### config.mk
export PLATFORM = sky130hd
export DESIGN_NAME = spl_port_qualifier
export DESIGN_NICKNAME = d
export VERILOG_FILES = /design/src/shared/spl_pkg.sv /design/src/verilog/spl_pause_resolve.sv /design/src/verilog/spl_link_timer.sv /design/src/verilog/spl_port_qualifier.sv
export VERILOG_INCLUDE_DIRS = /design/src /design/src/shared
export SDC_FILE = /design/constraint.sdc
export NUM_CORES = 1
export LEC_CHECK = 0
export ABC_AREA = 1
export CAP_MARGIN = 20
export CORE_ASPECT_RATIO = 0.75
export CORE_MARGIN = 1
export CORE_UTILIZATION = 60
export CTS_BUF_LIST = sky130_fd_sc_hd__clkbuf_8
export CTS_CLUSTER_SIZE = 20
export DETAILED_ROUTE_END_ITERATION = 10
export DONT_BUFFER_PORTS = 1
export PLACE_DENSITY = 0.76
export SLEW_MARGIN = 20
export SYNTH_ARGS = -nofsm -noshare
export SYNTH_HDL_FRONTEND = slang
export SYNTH_HIERARCHICAL = 1
export SYNTH_SLANG_ARGS = --single-unit
### constraint.sdc
create_clock -name clk -period 2.05 [get_ports clk]
set_input_delay 0.205 -clock clk [delete_from_list [all_inputs] [get_ports clk]]
set_output_delay 0.205 -clock clk [all_outputs]
set_load 0.02 [all_outputs]
### src/shared/spl_regs.svh
// register offsets, field positions, reset values and timing counts
// of the port pause and lpi qualifier; included by its bare name.
`ifndef SPL_REGS_SVH
`define SPL_REGS_SVH

// ==========================================================
// register byte offsets
`define SPL_MANUAL0_OFS       12'h000
`define SPL_MANUAL1_OFS       12'h004
`define SPL_MANUAL2_OFS       12'h008
`define SPL_MODE_OFS          12'h00C
`define SPL_STATUS_OFS        12'h010

// ==========================================================
// manual control word fields, one word per port
`define SPL_MAN_W             5
`define SPL_MAN_SEL_BIT       0
`define SPL_MAN_BP_BIT        1
`define SPL_MAN_TX_BIT        2
`define SPL_MAN_RX_BIT        3
`define SPL_MAN_LPI_BIT       4
`define SPL_MANUAL_RESET      5'h00

// ==========================================================
// port mode word fields and status word fields
`define SPL_MODE0_LSB         0
`define SPL_MODE1_LSB         4
`define SPL_MODE_RESET        8'h01
`define SPL_STAT_RX_LSB       0
`define SPL_STAT_TX_LSB       4
`define SPL_STAT_EEE_LSB      8
`define SPL_STAT_STABLE_LSB   12

// ==========================================================
// link stability time and its cycle count
`define SPL_STABLE_MS         1000
`define SPL_CLK_KHZ           10000
`define SPL_STABLE_CYCLES     (`SPL_STABLE_MS * `SPL_CLK_KHZ)

`endif

### src/shared/spl_pkg.sv
// types shared by the port pause and lpi qualifier modules.
// assumes the register header supplies the register constants; the mode codes are defined here.
`default_nettype none
package spl_pkg;

  // ==========================================================
  // port interface modes
  typedef enum logic [2:0] {
    spl_mode_int_phy  = 3'h0,
    spl_mode_mii_mac  = 3'h1,
    spl_mode_mii_phy  = 3'h2,
    spl_mode_rmii_mac = 3'h3,
    spl_mode_rmii_phy = 3'h4
  } spl_port_mode_type;

  // ==========================================================
  // whole state of the top module
  typedef struct packed {
    logic [2:0][4:0] manual;
    logic [2:0]      mode0;
    logic [2:0]      mode1;
    logic [2:0]      rx_fc;
    logic [2:0]      tx_fc;
    logic [2:0]      permit;
    logic [31:0]     prdata;
    logic            pready;
    logic            pslverr;
  } spl_top_state_type;

endpackage
`default_nettype wire

### src/verilog/spl_pause_resolve.sv
// pause enable resolution for one switch port, purely combinational.
// assumes local/partner roles are already swapped for a virtual phy.
`default_nettype none
`timescale 1ns/10ps
module spl_pause_resolve (
  input  wire logic manual_pause_select,
  input  wire logic backpressure_enable,
  input  wire logic manual_tx_pause_enable,
  input  wire logic manual_rx_pause_enable,
  input  wire logic an_enable,
  input  wire logic an_complete,
  input  wire logic lp_an_able,
  input  wire logic full_duplex,
  input  wire logic local_sym,
  input  wire logic local_asym,
  input  wire logic partner_sym,
  input  wire logic partner_asym,
  output logic      rx_fc,
  output logic      tx_fc
);

  // ==========================================================
  // priority: manual, negotiating, parallel detect, half, full
  always_comb begin
    rx_fc = 1'b0;
    tx_fc = 1'b0;
    if (manual_pause_select || !an_enable) begin
      rx_fc = full_duplex ? manual_rx_pause_enable : 1'b0;
      tx_fc = full_duplex ? manual_tx_pause_enable : backpressure_enable;
    end else if (!an_complete) begin
      rx_fc = 1'b0;
      tx_fc = 1'b0;
    end else if (!lp_an_able || !full_duplex) begin
      tx_fc = backpressure_enable;
    end else if (local_sym && partner_sym) begin
      rx_fc = 1'b1;
      tx_fc = 1'b1;
    end else if (!local_sym && local_asym && partner_sym && partner_asym) begin
      tx_fc = 1'b1;
    end else if (local_sym && local_asym && !partner_sym && partner_asym) begin
      rx_fc = 1'b1;
    end else begin
      rx_fc = 1'b0;
      tx_fc = 1'b0;
    end
  end

endmodule
`default_nettype wire

### src/verilog/spl_link_timer.sv
// link stability timer: flags a link that stayed up for a full period.
// assumes link_up is synchronous to clk.
`default_nettype none
`timescale 1ns/10ps
module spl_link_timer #(
  parameter int STABLE_CYCLES = 10
) (
  input  wire logic clk,
  input  wire logic srst,
  input  wire logic ce,
  input  wire logic link_up,
  output logic      stable
);

  localparam int CW = $clog2(STABLE_CYCLES + 1);
  localparam logic [CW-1:0] LIMIT = CW'(STABLE_CYCLES);

  typedef struct packed {
    logic [CW-1:0] count;
    logic          stable;
  } spl_timer_state_type;

  spl_timer_state_type state;
  spl_timer_state_type next_state;

  // ==========================================================
  // restart on link loss
  always_comb begin
    next_state = state;
    if (!link_up) begin
      next_state.count  = '0;
      next_state.stable = 1'b0;
    end else if (state.count != LIMIT) begin
      next_state.count  = state.count + CW'(1);
      next_state.stable = (state.count + CW'(1)) == LIMIT;
    end
  end

  // register the copy; clock enable freezes the count
  always_ff @(posedge clk) begin
    if (srst) begin
      state <= '0;
    end else if (ce) begin
      state <= next_state;
    end
  end

  assign stable = state.stable;

endmodule
`default_nettype wire

### src/verilog/spl_port_qualifier.sv
// flow control and lpi permit qualifier for the three switch ports,
// with its control and status words on an apb slave.
// assumes phy status inputs are driven by logic on the same clock.
//
// Notes on behaviour
// - manual or no negotiation uses manual bits
// - negotiation pending forces both enables off
// - no partner negotiation means half, backpressure
// - negotiated half ignores partner, uses backpressure
// - both symmetric pause enables both directions
// - local asym only, partner both: transmit
// - local both, partner asym only: receive
// - other full duplex combinations disable both
// - virtual phy pause bits used role swapped
// - every port gets its own lpi permit
// - lpi needs mode, 100 Mbps, full, agreement; port 0 checks only mode and virtual duplex
// - lpi needs link up one second; only ports on a physical phy wait for it
// - port 0 lpi only in mii mac
// - port 1 internal uses first phy status
// - port 1 mii mac uses virtual duplex only
// - port 2 uses second phy status
// - port 1 flow source follows its mode
// - manual bits never touch phy advertisements
//
// Implementation choices: the placing of the registers and the APB register port.
`default_nettype none
`timescale 1ns/10ps
`include "spl_regs.svh"
module spl_port_qualifier
  import spl_pkg::*;
#(
  parameter int ADDR_W        = 12,
  parameter int STABLE_CYCLES = `SPL_STABLE_CYCLES
) (
  input  wire logic              clk,
  input  wire logic              srst,
  input  wire logic              ce,
  // apb slave
  input  wire logic              psel,
  input  wire logic              penable,
  input  wire logic              pwrite,
  input  wire logic [ADDR_W-1:0] paddr,
  input  wire logic [31:0]       pwdata,
  output logic      [31:0]       prdata,
  output logic                   pready,
  output logic                   pslverr,
  // first physical phy
  input  wire logic              phya_an_enable,
  input  wire logic              phya_an_complete,
  input  wire logic              phya_lp_an_able,
  input  wire logic              phya_full_duplex,
  input  wire logic              phya_speed_100,
  input  wire logic              phya_link_up,
  input  wire logic              phya_eee_100_agreed,
  input  wire logic              phya_adv_sym_pause,
  input  wire logic              phya_adv_asym_pause,
  input  wire logic              phya_lp_sym_pause,
  input  wire logic              phya_lp_asym_pause,
  // second physical phy
  input  wire logic              phyb_an_enable,
  input  wire logic              phyb_an_complete,
  input  wire logic              phyb_lp_an_able,
  input  wire logic              phyb_full_duplex,
  input  wire logic              phyb_speed_100,
  input  wire logic              phyb_link_up,
  input  wire logic              phyb_eee_100_agreed,
  input  wire logic              phyb_adv_sym_pause,
  input  wire logic              phyb_adv_asym_pause,
  input  wire logic              phyb_lp_sym_pause,
  input  wire logic              phyb_lp_asym_pause,
  // virtual phy of port 0
  input  wire logic              vphy0_an_enable,
  input  wire logic              vphy0_an_complete,
  input  wire logic              vphy0_lp_an_able,
  input  wire logic              vphy0_full_duplex,
  input  wire logic              vphy0_adv_sym_pause,
  input  wire logic              vphy0_adv_asym_pause,
  input  wire logic              vphy0_lp_sym_pause,
  input  wire logic              vphy0_lp_asym_pause,
  // virtual phy of port 1
  input  wire logic              vphy1_an_enable,
  input  wire logic              vphy1_an_complete,
  input  wire logic              vphy1_lp_an_able,
  input  wire logic              vphy1_full_duplex,
  input  wire logic              vphy1_adv_sym_pause,
  input  wire logic              vphy1_adv_asym_pause,
  input  wire logic              vphy1_lp_sym_pause,
  input  wire logic              vphy1_lp_asym_pause,
  // per-port results, bit n belongs to port n
  output logic      [2:0]        rx_fc_enable,
  output logic      [2:0]        tx_fc_enable,
  output logic      [2:0]        eee_permit,
  output logic      [2:0]        lpi_feature_enable
);

  // ==========================================================
  // register select decode, one-hot
  localparam int SEL_MAN0   = 0;
  localparam int SEL_MAN1   = 1;
  localparam int SEL_MAN2   = 2;
  localparam int SEL_MODE   = 3;
  localparam int SEL_STATUS = 4;
  localparam int SEL_NONE   = 5;

  // used for both the read path and the write path
  function automatic logic [5:0] spl_decode(input logic [ADDR_W-1:0] addr);
    logic [5:0] sel;
    sel = 6'h00;
    unique case (addr)
      ADDR_W'(`SPL_MANUAL0_OFS): sel[SEL_MAN0]   = 1'b1;
      ADDR_W'(`SPL_MANUAL1_OFS): sel[SEL_MAN1]   = 1'b1;
      ADDR_W'(`SPL_MANUAL2_OFS): sel[SEL_MAN2]   = 1'b1;
      ADDR_W'(`SPL_MODE_OFS):    sel[SEL_MODE]   = 1'b1;
      ADDR_W'(`SPL_STATUS_OFS):  sel[SEL_STATUS] = 1'b1;
      default:                   sel[SEL_NONE]   = 1'b1;
    endcase
    return sel;
  endfunction

  spl_top_state_type state;
  spl_top_state_type next_state;

  // ==========================================================
  // per-port pause sources
  logic [2:0] src_an_enable;
  logic [2:0] src_an_complete;
  logic [2:0] src_lp_an_able;
  logic [2:0] src_full_duplex;
  logic [2:0] src_local_sym;
  logic [2:0] src_local_asym;
  logic [2:0] src_partner_sym;
  logic [2:0] src_partner_asym;
  logic [2:0] res_rx;
  logic [2:0] res_tx;
  logic       port1_internal;

  assign port1_internal = state.mode1 == spl_mode_int_phy;

  // virtual phys present their own advertisement as the partner's, so
  // the roles are crossed here before resolution
  always_comb begin
    src_an_enable[0]    = vphy0_an_enable;
    src_an_complete[0]  = vphy0_an_complete;
    src_lp_an_able[0]   = vphy0_lp_an_able;
    src_full_duplex[0]  = vphy0_full_duplex;
    src_local_sym[0]    = vphy0_lp_sym_pause;
    src_local_asym[0]   = vphy0_lp_asym_pause;
    src_partner_sym[0]  = vphy0_adv_sym_pause;
    src_partner_asym[0] = vphy0_adv_asym_pause;
    if (port1_internal) begin
      src_an_enable[1]    = phya_an_enable;
      src_an_complete[1]  = phya_an_complete;
      src_lp_an_able[1]   = phya_lp_an_able;
      src_full_duplex[1]  = phya_full_duplex;
      src_local_sym[1]    = phya_adv_sym_pause;
      src_local_asym[1]   = phya_adv_asym_pause;
      src_partner_sym[1]  = phya_lp_sym_pause;
      src_partner_asym[1] = phya_lp_asym_pause;
    end else begin
      src_an_enable[1]    = vphy1_an_enable;
      src_an_complete[1]  = vphy1_an_complete;
      src_lp_an_able[1]   = vphy1_lp_an_able;
      src_full_duplex[1]  = vphy1_full_duplex;
      src_local_sym[1]    = vphy1_lp_sym_pause;
      src_local_asym[1]   = vphy1_lp_asym_pause;
      src_partner_sym[1]  = vphy1_adv_sym_pause;
      src_partner_asym[1] = vphy1_adv_asym_pause;
    end
    src_an_enable[2]    = phyb_an_enable;
    src_an_complete[2]  = phyb_an_complete;
    src_lp_an_able[2]   = phyb_lp_an_able;
    src_full_duplex[2]  = phyb_full_duplex;
    src_local_sym[2]    = phyb_adv_sym_pause;
    src_local_asym[2]   = phyb_adv_asym_pause;
    src_partner_sym[2]  = phyb_lp_sym_pause;
    src_partner_asym[2] = phyb_lp_asym_pause;
  end

  // ==========================================================
  // one resolver per port
  // manual pause bits go only into the resolver; this block has no path
  // back to the phy advertisement registers
  for (genvar g = 0; g < 3; g++) begin : g_resolve
    spl_pause_resolve u_resolve (
      .manual_pause_select    (state.manual[g][`SPL_MAN_SEL_BIT]),
      .backpressure_enable    (state.manual[g][`SPL_MAN_BP_BIT]),
      .manual_tx_pause_enable (state.manual[g][`SPL_MAN_TX_BIT]),
      .manual_rx_pause_enable (state.manual[g][`SPL_MAN_RX_BIT]),
      .an_enable              (src_an_enable[g]),
      .an_complete            (src_an_complete[g]),
      .lp_an_able             (src_lp_an_able[g]),
      .full_duplex            (src_full_duplex[g]),
      .local_sym              (src_local_sym[g]),
      .local_asym             (src_local_asym[g]),
      .partner_sym            (src_partner_sym[g]),
      .partner_asym           (src_partner_asym[g]),
      .rx_fc                  (res_rx[g]),
      .tx_fc                  (res_tx[g])
    );
  end

  // ==========================================================
  // link stability timers for the two physical phys
  logic [1:0] phy_link;
  logic [1:0] phy_stable;

  assign phy_link = {phyb_link_up, phya_link_up};

  for (genvar h = 0; h < 2; h++) begin : g_timer
    spl_link_timer #(
      .STABLE_CYCLES (STABLE_CYCLES)
    ) u_timer (
      .clk     (clk),
      .srst    (srst),
      .ce      (ce),
      .link_up (phy_link[h]),
      .stable  (phy_stable[h])
    );
  end

  // ==========================================================
  // lpi permit qualification
  // the live link level is anded in as well, so the permit leaves on
  // the edge after link loss rather than waiting for the timer flop
  logic [2:0] eee_ok;
  logic       phya_eee_ok;
  logic       phyb_eee_ok;

  assign phya_eee_ok = phya_speed_100 && phya_full_duplex && phya_eee_100_agreed
                       && phya_link_up && phy_stable[0];
  assign phyb_eee_ok = phyb_speed_100 && phyb_full_duplex && phyb_eee_100_agreed
                       && phyb_link_up && phy_stable[1];

  always_comb begin
    eee_ok[0] = (state.mode0 == spl_mode_mii_mac) && vphy0_full_duplex;
    unique case (state.mode1)
      spl_mode_int_phy: eee_ok[1] = phya_eee_ok;
      spl_mode_mii_mac: eee_ok[1] = vphy1_full_duplex;
      default:          eee_ok[1] = 1'b0;
    endcase
    eee_ok[2] = phyb_eee_ok;
  end

  // ==========================================================
  // apb read data assembly
  logic [5:0]  rd_sel;
  logic [5:0]  wr_sel;
  logic [31:0] status_word;
  logic [31:0] read_word;

  assign rd_sel = spl_decode(paddr);
  assign wr_sel = rd_sel;

  always_comb begin
    status_word = 32'h0000_0000;
    status_word[`SPL_STAT_RX_LSB +: 3]     = state.rx_fc;
    status_word[`SPL_STAT_TX_LSB +: 3]     = state.tx_fc;
    status_word[`SPL_STAT_EEE_LSB +: 3]    = state.permit;
    status_word[`SPL_STAT_STABLE_LSB +: 2] = phy_stable;
  end

  // unmapped addresses read zero and raise pslverr
  always_comb begin
    read_word = 32'h0000_0000;
    if (rd_sel[SEL_MAN0]) begin
      read_word[`SPL_MAN_W-1:0] = state.manual[0];
    end
    if (rd_sel[SEL_MAN1]) begin
      read_word[`SPL_MAN_W-1:0] = state.manual[1];
    end
    if (rd_sel[SEL_MAN2]) begin
      read_word[`SPL_MAN_W-1:0] = state.manual[2];
    end
    if (rd_sel[SEL_MODE]) begin
      read_word[`SPL_MODE0_LSB +: 3] = state.mode0;
      read_word[`SPL_MODE1_LSB +: 3] = state.mode1;
    end
    if (rd_sel[SEL_STATUS]) begin
      read_word = status_word;
    end
  end

  // ==========================================================
  // next state: bus slave, register writes, registered results
  // pready is raised in the setup cycle so every transfer completes
  // in its first access cycle; no wait states are ever inserted
  logic setup_phase;
  logic write_done;

  assign setup_phase = psel && !penable && !state.pready;
  assign write_done  = psel && penable && pwrite && state.pready;

  always_comb begin
    next_state         = state;
    next_state.pready  = 1'b0;
    next_state.pslverr = 1'b0;
    if (setup_phase) begin
      next_state.pready  = 1'b1;
      next_state.pslverr = rd_sel[SEL_NONE];
      if (!pwrite) begin
        next_state.prdata = read_word;
      end
    end
    if (write_done) begin
      for (int p = 0; p < 3; p++) begin
        if (wr_sel[p]) begin
          next_state.manual[p] = pwdata[`SPL_MAN_W-1:0];
        end
      end
      if (wr_sel[SEL_MODE]) begin
        next_state.mode0 = pwdata[`SPL_MODE0_LSB +: 3];
        next_state.mode1 = pwdata[`SPL_MODE1_LSB +: 3];
      end
    end
    next_state.rx_fc  = res_rx;
    next_state.tx_fc  = res_tx;
    next_state.permit = eee_ok;
  end

  // ==========================================================
  // state register; clock enable freezes everything
  always_ff @(posedge clk) begin
    if (srst) begin
      state        <= '0;
      state.manual <= {3{`SPL_MANUAL_RESET}};
      state.mode0  <= 3'(`SPL_MODE_RESET >> `SPL_MODE0_LSB);
      state.mode1  <= 3'(`SPL_MODE_RESET >> `SPL_MODE1_LSB);
    end else if (ce) begin
      state <= next_state;
    end
  end

  // ==========================================================
  // outputs straight from the state flops
  assign prdata  = state.prdata;
  assign pready  = state.pready;
  assign pslverr = state.pslverr;

  assign rx_fc_enable = state.rx_fc;
  assign tx_fc_enable = state.tx_fc;
  assign eee_permit   = state.permit;

  // the enable bit is not folded into the permit; the mac ands them
  for (genvar k = 0; k < 3; k++) begin : g_lpi
    assign lpi_feature_enable[k] = state.manual[k][`SPL_MAN_LPI_BIT];
  end

endmodule
`default_nettype wire

==> results of run 1 <==
==> synth_stat cells, types with 2 or more instances <==
| master | number |
|---|---|
| o21ai_1 | 17 |
| inv_1 | 103 |
| nand4_1 | 21 |
| o21bai_1 | 2 |
| a21oi_2 | 4 |
| ha_1 | 6 |
| dfxtp_1 | 94 |
| inv_2 | 6 |
| nand3b_1 | 13 |
| xor2_1 | 6 |
| nor2_4 | 22 |
| a22oi_1 | 8 |
| a211oi_1 | 4 |
| nand3_1 | 78 |
| nand2_1 | 290 |
| clkbuf_1 | 11 |
| nor2_1 | 121 |
| o21ai_0 | 19 |
| a31oi_1 | 2 |
| o211ai_2 | 3 |
| nor3_1 | 3 |
| nand2_2 | 19 |
| xnor2_1 | 6 |
| clkbuf_2 | 2 |
| nand2_4 | 4 |
| a21oi_1 | 72 |
| nand3_4 | 2 |
| nand3_2 | 2 |
| buf_4 | 51 |
| buf_2 | 7 |
| a2bb2oi_1 | 6 |
| or2_1 | 3 |
| nor2_2 | 19 |
==> through the flow <==
| step | setup TNS, ns | setup slack (ns) | util |
|---|---|---|---|
| 2_1_floorplan | 0 | 0.425 | - |
| 3_3_place_gp | 0 | 0.173 | 0.615 |
| 3_5_place_dp | 0 | 0.145 | 0.615 |
| 4_1_cts | 0 | 0.115 | 0.642 |
| 5_1_grt | -0.0127 | -0.00695 | 0.643 |
| 6_report | 0 | 0.187 | 0.643 |
==> final timing paths <==
path,from,endpoint,cells after the start
setup reg to reg,g_timer[1].u_timer/state[2],g_timer[1].u_timer/stable,13
hold reg to reg,state[44],state[44],2
setup / recovery,g_timer[1].u_timer/state[2],g_timer[1].u_timer/stable,13
hold / removal,pwdata[4],lpi_feature_enable[1],2
==> final cells by class <==
cell class                      count  area, um^2
Clock inverter                      7        75.1
Fill cell                        1010        3750
Tap cell                          136         170
Inverter                          110         415
Clock buffer                        9         124
Timing Repair Buffer               18         183
Sequential cell                    94        1890
Multi-Input combinational cell    776        3890
==> layer usage <==
metal	track usage	routed length, um	up-vias
met2	0.409	6450	211
met1	0.443	8100	2688
li1	-	-	3196
met3	0.0924	1580	21
met5	0	0	-
met4	0.0693	214	0
==> power breakdown <==
group          total (W)  switching, W  leakage (nW)  internal (W)
combinational   0.000282      0.000198          1.79     0.0000838
clock            0.00126      0.000778        0.0985      0.000483
sequential       0.00187     0.0000322         0.761       0.00184
==> logic make-up (layout without fill, tap and decap cells) <==
| kind of cell | count (synthesis) | after routing |
|---|---|---|
| AO/OA/AOI/OAI | 138 | 138 |
| AND/OR/NAND/NOR | 600 | 600 |
| buffers and inverters | 183 | 144 |
| adder cells (fa/ha/maj) | 6 | 6 |
| other | 1 | 20 |
| flip-flops | 94 | 94 |
| XOR/XNOR | 12 | 12 |
==> state kept, by name, summed over array words and instances, names as in the netlist <==
| signal | count |
|---|---|
| rx_fc_enable | 3 |
| g_timer.u_timer/state | 48 |
| pslverr | 1 |
| tx_fc_enable | 3 |
| state | 18 |
| prdata | 12 |
| pready | 1 |
| g_timer.u_timer/stable | 2 |
| eee_permit | 3 |
| lpi_feature_enable | 3 |
==> timing repair <==
| item | in CTS | in global routing |
|---|---|---|
| resized for setup | 0 | 5 |
| endpoints found under the setup margin | 0 | 2 |
| endpoints found under the hold margin | 75 | 0 |
| hold buffers | 7 | 0 |
==> critical path: cells and delay by family (launching register included) <==
family	cells	cell delay, ns
and+or+nand+nor	10	1.01
DFF	1	0.39
adders and majority gates	1	0.23
buffers and inverters	1	0.09
AOI/OAI and AO/OA	1	0.10
==> layout by cell type (no fill, tap or decap), drive strengths merged <==
master,count
nand2,313
nor2,163
inv,114
dfxtp,94
nand3,82
a21oi,76
o21ai,36
nand4,22
conb,20
nand3b,14
buf,12
clkbuf,9
a22oi,8
xnor2,6
xor2,6
a2bb2oi,6
dlygate4sd3,6
ha,6
a211oi,5
nor3,3
or2,3
o211ai,3
a31oi,2
o21bai,2
clkinv,2
clkinvlp,1
==> impl_metrics.csv, run 1 <==
group,metric,value,unit
outcome,run_status,"complete, no violations",
placed_design,port_buffers,0,
clock_tree,clk_pin_slew,0.11,ns
floorplanning,rows,32,
logic_synthesis,yosys_warnings,6,
setup_path,worst-setup-path-type,"register to register",
global_route,grt_max_degree,64,
logic_synthesis,yosys.area_share.adder,0.0114,
power_and_ir_drop,p_leak,2.65,nW
sta,timing.final.hold_violations,0,
setup_path,cp_slowest_cell,"dfxtp_2",
detailed_routing,drt_iter0_markers,519,
placed_design,hpwl,12.3,mm
clock_tree,cts.path.max_buffers,2,
clock_tree,insertion_delay,0.38,ns
logic_synthesis,synth-compound-area-share,0.120,
sta,max_freq,0.537,GHz
logic_synthesis,ys_seq_elements,94,
setup_path,worstPathArrival,2.18,ns
finish,final-instance-count-excl-fill,1150,
detailed_routing,wl_per_cell,14.2,um
logic_synthesis,yosys.area_share.simple,0.429,
setup_path,max_stage_delay,0.39,ns
power_and_ir_drop,powerDensity,507,nW/um^2
logic_synthesis,yosys.area.top_type_share,0.285,
logic_synthesis,avgSynthCellArea,6.39,um^2
logic_synthesis,synth_top_area_cell,"dfxtp_1",
global_route,grt_pass1_vias,5406,
placed_design,dp_cells,1127,
floorplanning,coreArea,10500,um^2
global_route,antenna_found_initial,0,
finish,antennaDiodeCount,0,
logic_synthesis,yosysSeqAreaShare,0.285,
power_and_ir_drop,design_power_total,0.00342,W
run,max_cap_viol_count,0,
floorplanning,die_x,123,um
detailed_routing,ant_nets,0,
clock_tree,cts_num_sinks,94,
clock_tree,htree_levels,3,
floorplanning,die_area,11400,um^2
logic_synthesis,yosys.cell_types.count,41,
detailed_routing,detail_route.first_pass.iterations,5,
floorplanning,ios,134,
clock_tree,cts_tree,"done",
setup_path,crit_top_cell,"nand2_1",
setup_path,r2r_setup_slack,0.19,ns
sta,finalCriticalPeriod,1.86,ns
placed_design,dpl_cell_area,6450,um^2
setup_path,end_kind,"register",
clock_tree,numCtsBuffers,9,
sta,whs,0.00545,ns
placed_design,gp_congestion,0.934,
logic_synthesis,synthArstFlopShare,0,
finish,stdcell_area,6740,um^2
finish,final_nets,1103,
setup_path,path_cells,"ha_1 -> inv_1 -> nor2_1 -> nand2_2 -> nand2_1 -> nand2_1 -> nor2_1 -> nand2_1 -> nor2_1 -> nand2_1 -> nor2_1 -> nand2_1 -> a21oi_2",
sta,finClkSkew,0.00992,ns
logic_synthesis,ys_top_cells_by_area,"dfxtp_1, nand2_1, nor2_1, nand3_1, inv_1",
floorplanning,die_h,92.9,um
detailed_routing,drt-total-wl,16.3,mm
logic_synthesis,synth_top_family_by_area,"simple AND/OR/NAND/NOR gates",
detailed_routing,viasPerCell,5.32,
finish,area_delta_synth_final,2.05,%
logic_synthesis,ys.flop_type,"dfxtp_1",
global_route,grt-ovfl-total,0,
global_route,grt_usage,0.298,
logic_synthesis,syn_inst,1034,
setup_path,start_kind,"register",
hold_path,hp-class,"primary input to register",
logic_synthesis,synth_mux_area_frac,0,
sta,fin_crit_sh,0.909,
finish,drive_above_1_share,0.117,
detailed_routing,vias,6116,
power_and_ir_drop,ir_drop,0.291,mV
detailed_routing,route.detailed.drc,0,
sta,setup_violations,0,
logic_synthesis,synth_area,6610,um^2
setup_path,critical_path_required,2.37,ns
floorplanning,start_util,0.630,
setup_path,path_max_fanout,6,
logic_synthesis,synth_xor_area_frac,0.0159,
sta,slew_viol_final,0,
clock_tree,cts_root_buffer,"clkbuf_8",
global_route,grt_pass1_wl,26.6,mm
logic_synthesis,synth-edff-count,0,
clock_tree,cts_setup_buffers,0,
No activity file was read; power rests on OpenSTA's default activity.
==> run 2, diff against run 1 <==
--- a/config.mk
+++ b/config.mk
@@ -19,5 +19,4 @@
 export SLEW_MARGIN = 20
 export SYNTH_ARGS = -nofsm -noshare
 export SYNTH_HDL_FRONTEND = slang
-export SYNTH_HIERARCHICAL = 1
 export SYNTH_SLANG_ARGS = --single-unit
==> run 2 against run 1 <==
Clock-buffer cell count unchanged. Combinational power is 13% lower. Sequential share of layout area increased by 1.7 points. Core utilization up 1.3 points. Critical path depth down 1. Global-route usage is 1.4 points higher. Worst setup slack got worse by 0.13 ns.
==> impl_metrics.csv, run 2 <==
group,metric,value,unit
outcome,run_status,"complete, no violations",
setup_path,worst-setup-path-type,"register to register",
logic_synthesis,syn_inst,937,
detailed_routing,drt_iter0_markers,459,
logic_synthesis,synth.top_cells.by_count,"nand2_1, nor2_1, inv_1, dfxtp_1, a21oi_1",
floorplanning,ios,134,
hold_path,holdPathEnd,"rx_fc_enable[0]",
clock_tree,clk_pin_slew,0.10,ns
clock_tree,cts_tree,"done",
detailed_routing,route.detailed.drc,0,
placed_design,port_buffers,0,
global_route,grt_usage,0.312,
logic_synthesis,yosys.cell_types.count,46,
sta,finalCriticalPeriod,1.99,ns
logic_synthesis,ys_seq_elements,94,
floorplanning,die_area,10500,um^2
run,max_cap_viol_count,0,
power_and_ir_drop,design_power_total,0.00370,W
clock_tree,numCtsBuffers,9,
hold_path,hp-class,"primary input to register",
setup_path,worstPathArrival,2.29,ns
setup_path,start_kind,"register",
setup_path,end_kind,"register",
clock_tree,cts_setup_buffers,0,
placed_design,gp_congestion,0.995,
logic_synthesis,yosys.area_share.adder,0.0124,
logic_synthesis,synth_area,6040,um^2
sta,rsz0062_at_grt,"true",
finish,layout_commonest_cell,"nand2_1",
clock_tree,insertion_delay,0.37,ns
setup_path,rr_startpoint,"g_timer[1].u_timer.state[5]",
floorplanning,die_h,88.9,um
logic_synthesis,avgSynthCellArea,6.44,um^2
detailed_routing,detail_route.first_pass.iterations,5,
detailed_routing,wl_per_cell,15.5,um
logic_synthesis,yosysSeqAreaShare,0.312,
sta,setup_total_negative_slack,0,ns
finish,drive_above_1_share,0.102,
finish,area_delta_synth_final,5.37,%
finish,largest_register_ffs,48,
detailed_routing,vias,6051,
detailed_routing,drt-total-wl,16.5,mm
detailed_routing,ant_nets,0,
global_route,grt_max_degree,54,
sta,timing.slew.headroom,0.533,
floorplanning,rows,31,
global_route,grt_pass1_wl,25.6,mm
clock_tree,cts.path.max_buffers,2,
logic_synthesis,yosys_warnings,0,
sta,tightest_slew,0.700,ns
clock_tree,cts_root_buffer,"clkbuf_8",
logic_synthesis,yosys.area.top_type_share,0.312,
sta,max_freq,0.501,GHz
logic_synthesis,synth_most_common_cell,"nand2_1",
sta,finClkSkew,0.00795,ns
finish,largest_register,"g_timer.u_timer.state",
global_route,grt_pass1_vias,5306,
sta,fin_crit_sh,0.973,
logic_synthesis,yosys.area_share.simple,0.366,
power_and_ir_drop,p_leak,2.38,nW
logic_synthesis,synth-compound-area-share,0.155,
logic_synthesis,synth_top_area_cell,"dfxtp_1",
clock_tree,htree_levels,3,
hold_path,whs_path_depth,2,
setup_path,path_max_fanout,6,
setup_path,critical_path_required,2.35,ns
finish,utilization,0.656,
finish,final_nets,1018,
power_and_ir_drop,ir_drop,0.461,mV
global_route,grt-ovfl-total,0,
logic_synthesis,ys.flop_type,"dfxtp_1",
floorplanning,die_x,118,um
placed_design,dpl_cell_area,5990,um^2
logic_synthesis,ys_top_cells_by_area,"dfxtp_1, nand2_1, nor2_1, inv_1, a21oi_1",
setup_path,r2r_cells,12,
sta,slew_viol_final,0,
hold_path,min_from,"vphy0_lp_sym_pause",
floorplanning,start_util,0.622,
power_and_ir_drop,powerDensity,582,nW/um^2
clock_tree,cts_num_sinks,94,
finish,antennaDiodeCount,0,
logic_synthesis,synth_top_family_by_area,"simple AND/OR/NAND/NOR gates",
detailed_routing,viasPerCell,5.70,
logic_synthesis,synth_xor_area_frac,0.0174,
logic_synthesis,synth_mux_area_frac,0,
finish,final_cell_mix,"nand2_1, nor2_1, inv_1",
logic_synthesis,synth-edff-count,0,
floorplanning,coreArea,9700,um^2
setup_path,r2r_setup_slack,0.06,ns
global_route,antenna_found_initial,0,
setup_path,r2r_end,"g_timer[1].u_timer.stable",
logic_synthesis,synthArstFlopShare,0,
placed_design,hpwl,12.2,mm
finish,stdcell_area,6360,um^2
sta,timing.final.hold_violations,0,
sta,setup_violations,0,
[run 2: changes by cell type after synthesis, sizes merged, moves of 4 or more]
cell and change:
o21ai +13, nor2 -35, buf -6, o221ai +4
nand3b -9, nor3 +20, o211ai +4, inv -5
nand2 -67, a31oi +7, a2bb2oi -5, nand3 -26
[run 2: report_power, final]
part / switching [W] / internal, W / leakage (nW) / total (W)
Clock: 0.000734 / 0.000832 / 0.124 / 0.00157
Sequential: 0.0000422 / 0.00185 / 0.763 / 0.00189
Combinational: 0.000178 / 0.0000681 / 1.49 / 0.000246
[run 2: area by class of cell]
type,instances,area (um^2)
Tap cell,132,165
Fill cell,886,3340
Timing Repair Buffer,23,204
Sequential cell,94,1890
Inverter,107,402
Clock buffer,9,124
Clock inverter,7,129
Multi-Input combinational cell,689,3450
[run 2: critical path, stage by stage, from the launching register on]
cell and delay [ns]:
dfxtp_1 0.43, nand2_1 0.20, nor2_1 0.22, nand2_2 0.13, clkinv_1 0.12, nand2_1 0.06
nand2_1 0.07, nand2_1 0.06, nor2_2 0.16, nand3_1 0.09, nor2_1 0.14, nand4_1 0.09
a21oi_1 0.14
[run 2: cell families (layout without fill, tap and decap cells)]
logic type | Yosys count | in the layout
xor gates and xnor gates | 12 | 12
and+or+nand+nor | 486 | 486
other | 1 | 20
DFF | 94 | 94
adders and majority gates | 6 | 6
buffers and inverters | 173 | 146
AOI/OAI and AO/OA | 165 | 165
[run 2: how the worst max path moves through the flow]
| stage | startpoint | endpoint | slack [ns] | cells after the start |
|---|---|---|---|---|
| after detailed placement | g_timer[1].u_timer.state[1] | g_timer[1].u_timer.stable | 0.06 | 12 |
| after CTS | g_timer[1].u_timer.state[1] | g_timer[1].u_timer.stable | 0.02 | 12 |
| final | g_timer[1].u_timer.state[5] | g_timer[1].u_timer.stable | 0.06 | 12 |
| after global placement | g_timer[1].u_timer.state[1] | g_timer[1].u_timer.stable | 0.17 | 12 |
| after global routing | g_timer[1].u_timer.state[5] | g_timer[1].u_timer.stable | -0.05 | 12 |
| after floorplan | g_timer[1].u_timer.state[2] | g_timer[1].u_timer.state[21] | 0.28 | 10 |
[run 2: layer usage]
layer | global-route usage | vias up | part of all wire
met2 | 0.497 | 302 | 0.44
met1 | 0.411 | 2740 | 0.44
met3 | 0.0883 | 34 | 0.10
li1 | - | 2975 | -
met4 | 0.104 | 0 | 0.017
met5 | 0 | - | 0
[run 2: metrics by stage]
stage	std cells	hold slack (ns)	setup WS [ns]
2_1_floorplan	956	0.359	0.284
3_3_place_gp	1041	0.277	0.169
3_5_place_dp	1041	0.279	0.0593
4_1_cts	1061	0.00247	0.0235
5_1_grt	1061	0.0211	-0.0462
6_report	1061	0.0119	0.0552
[run 2: timing repair]
item | 4_1_cts | 5_1_grt
setup endpoints to repair | 0 | 8
hold buffers | 4 | 0
resized for setup | 0 | 19
endpoints found under the hold margin | 58 | 0
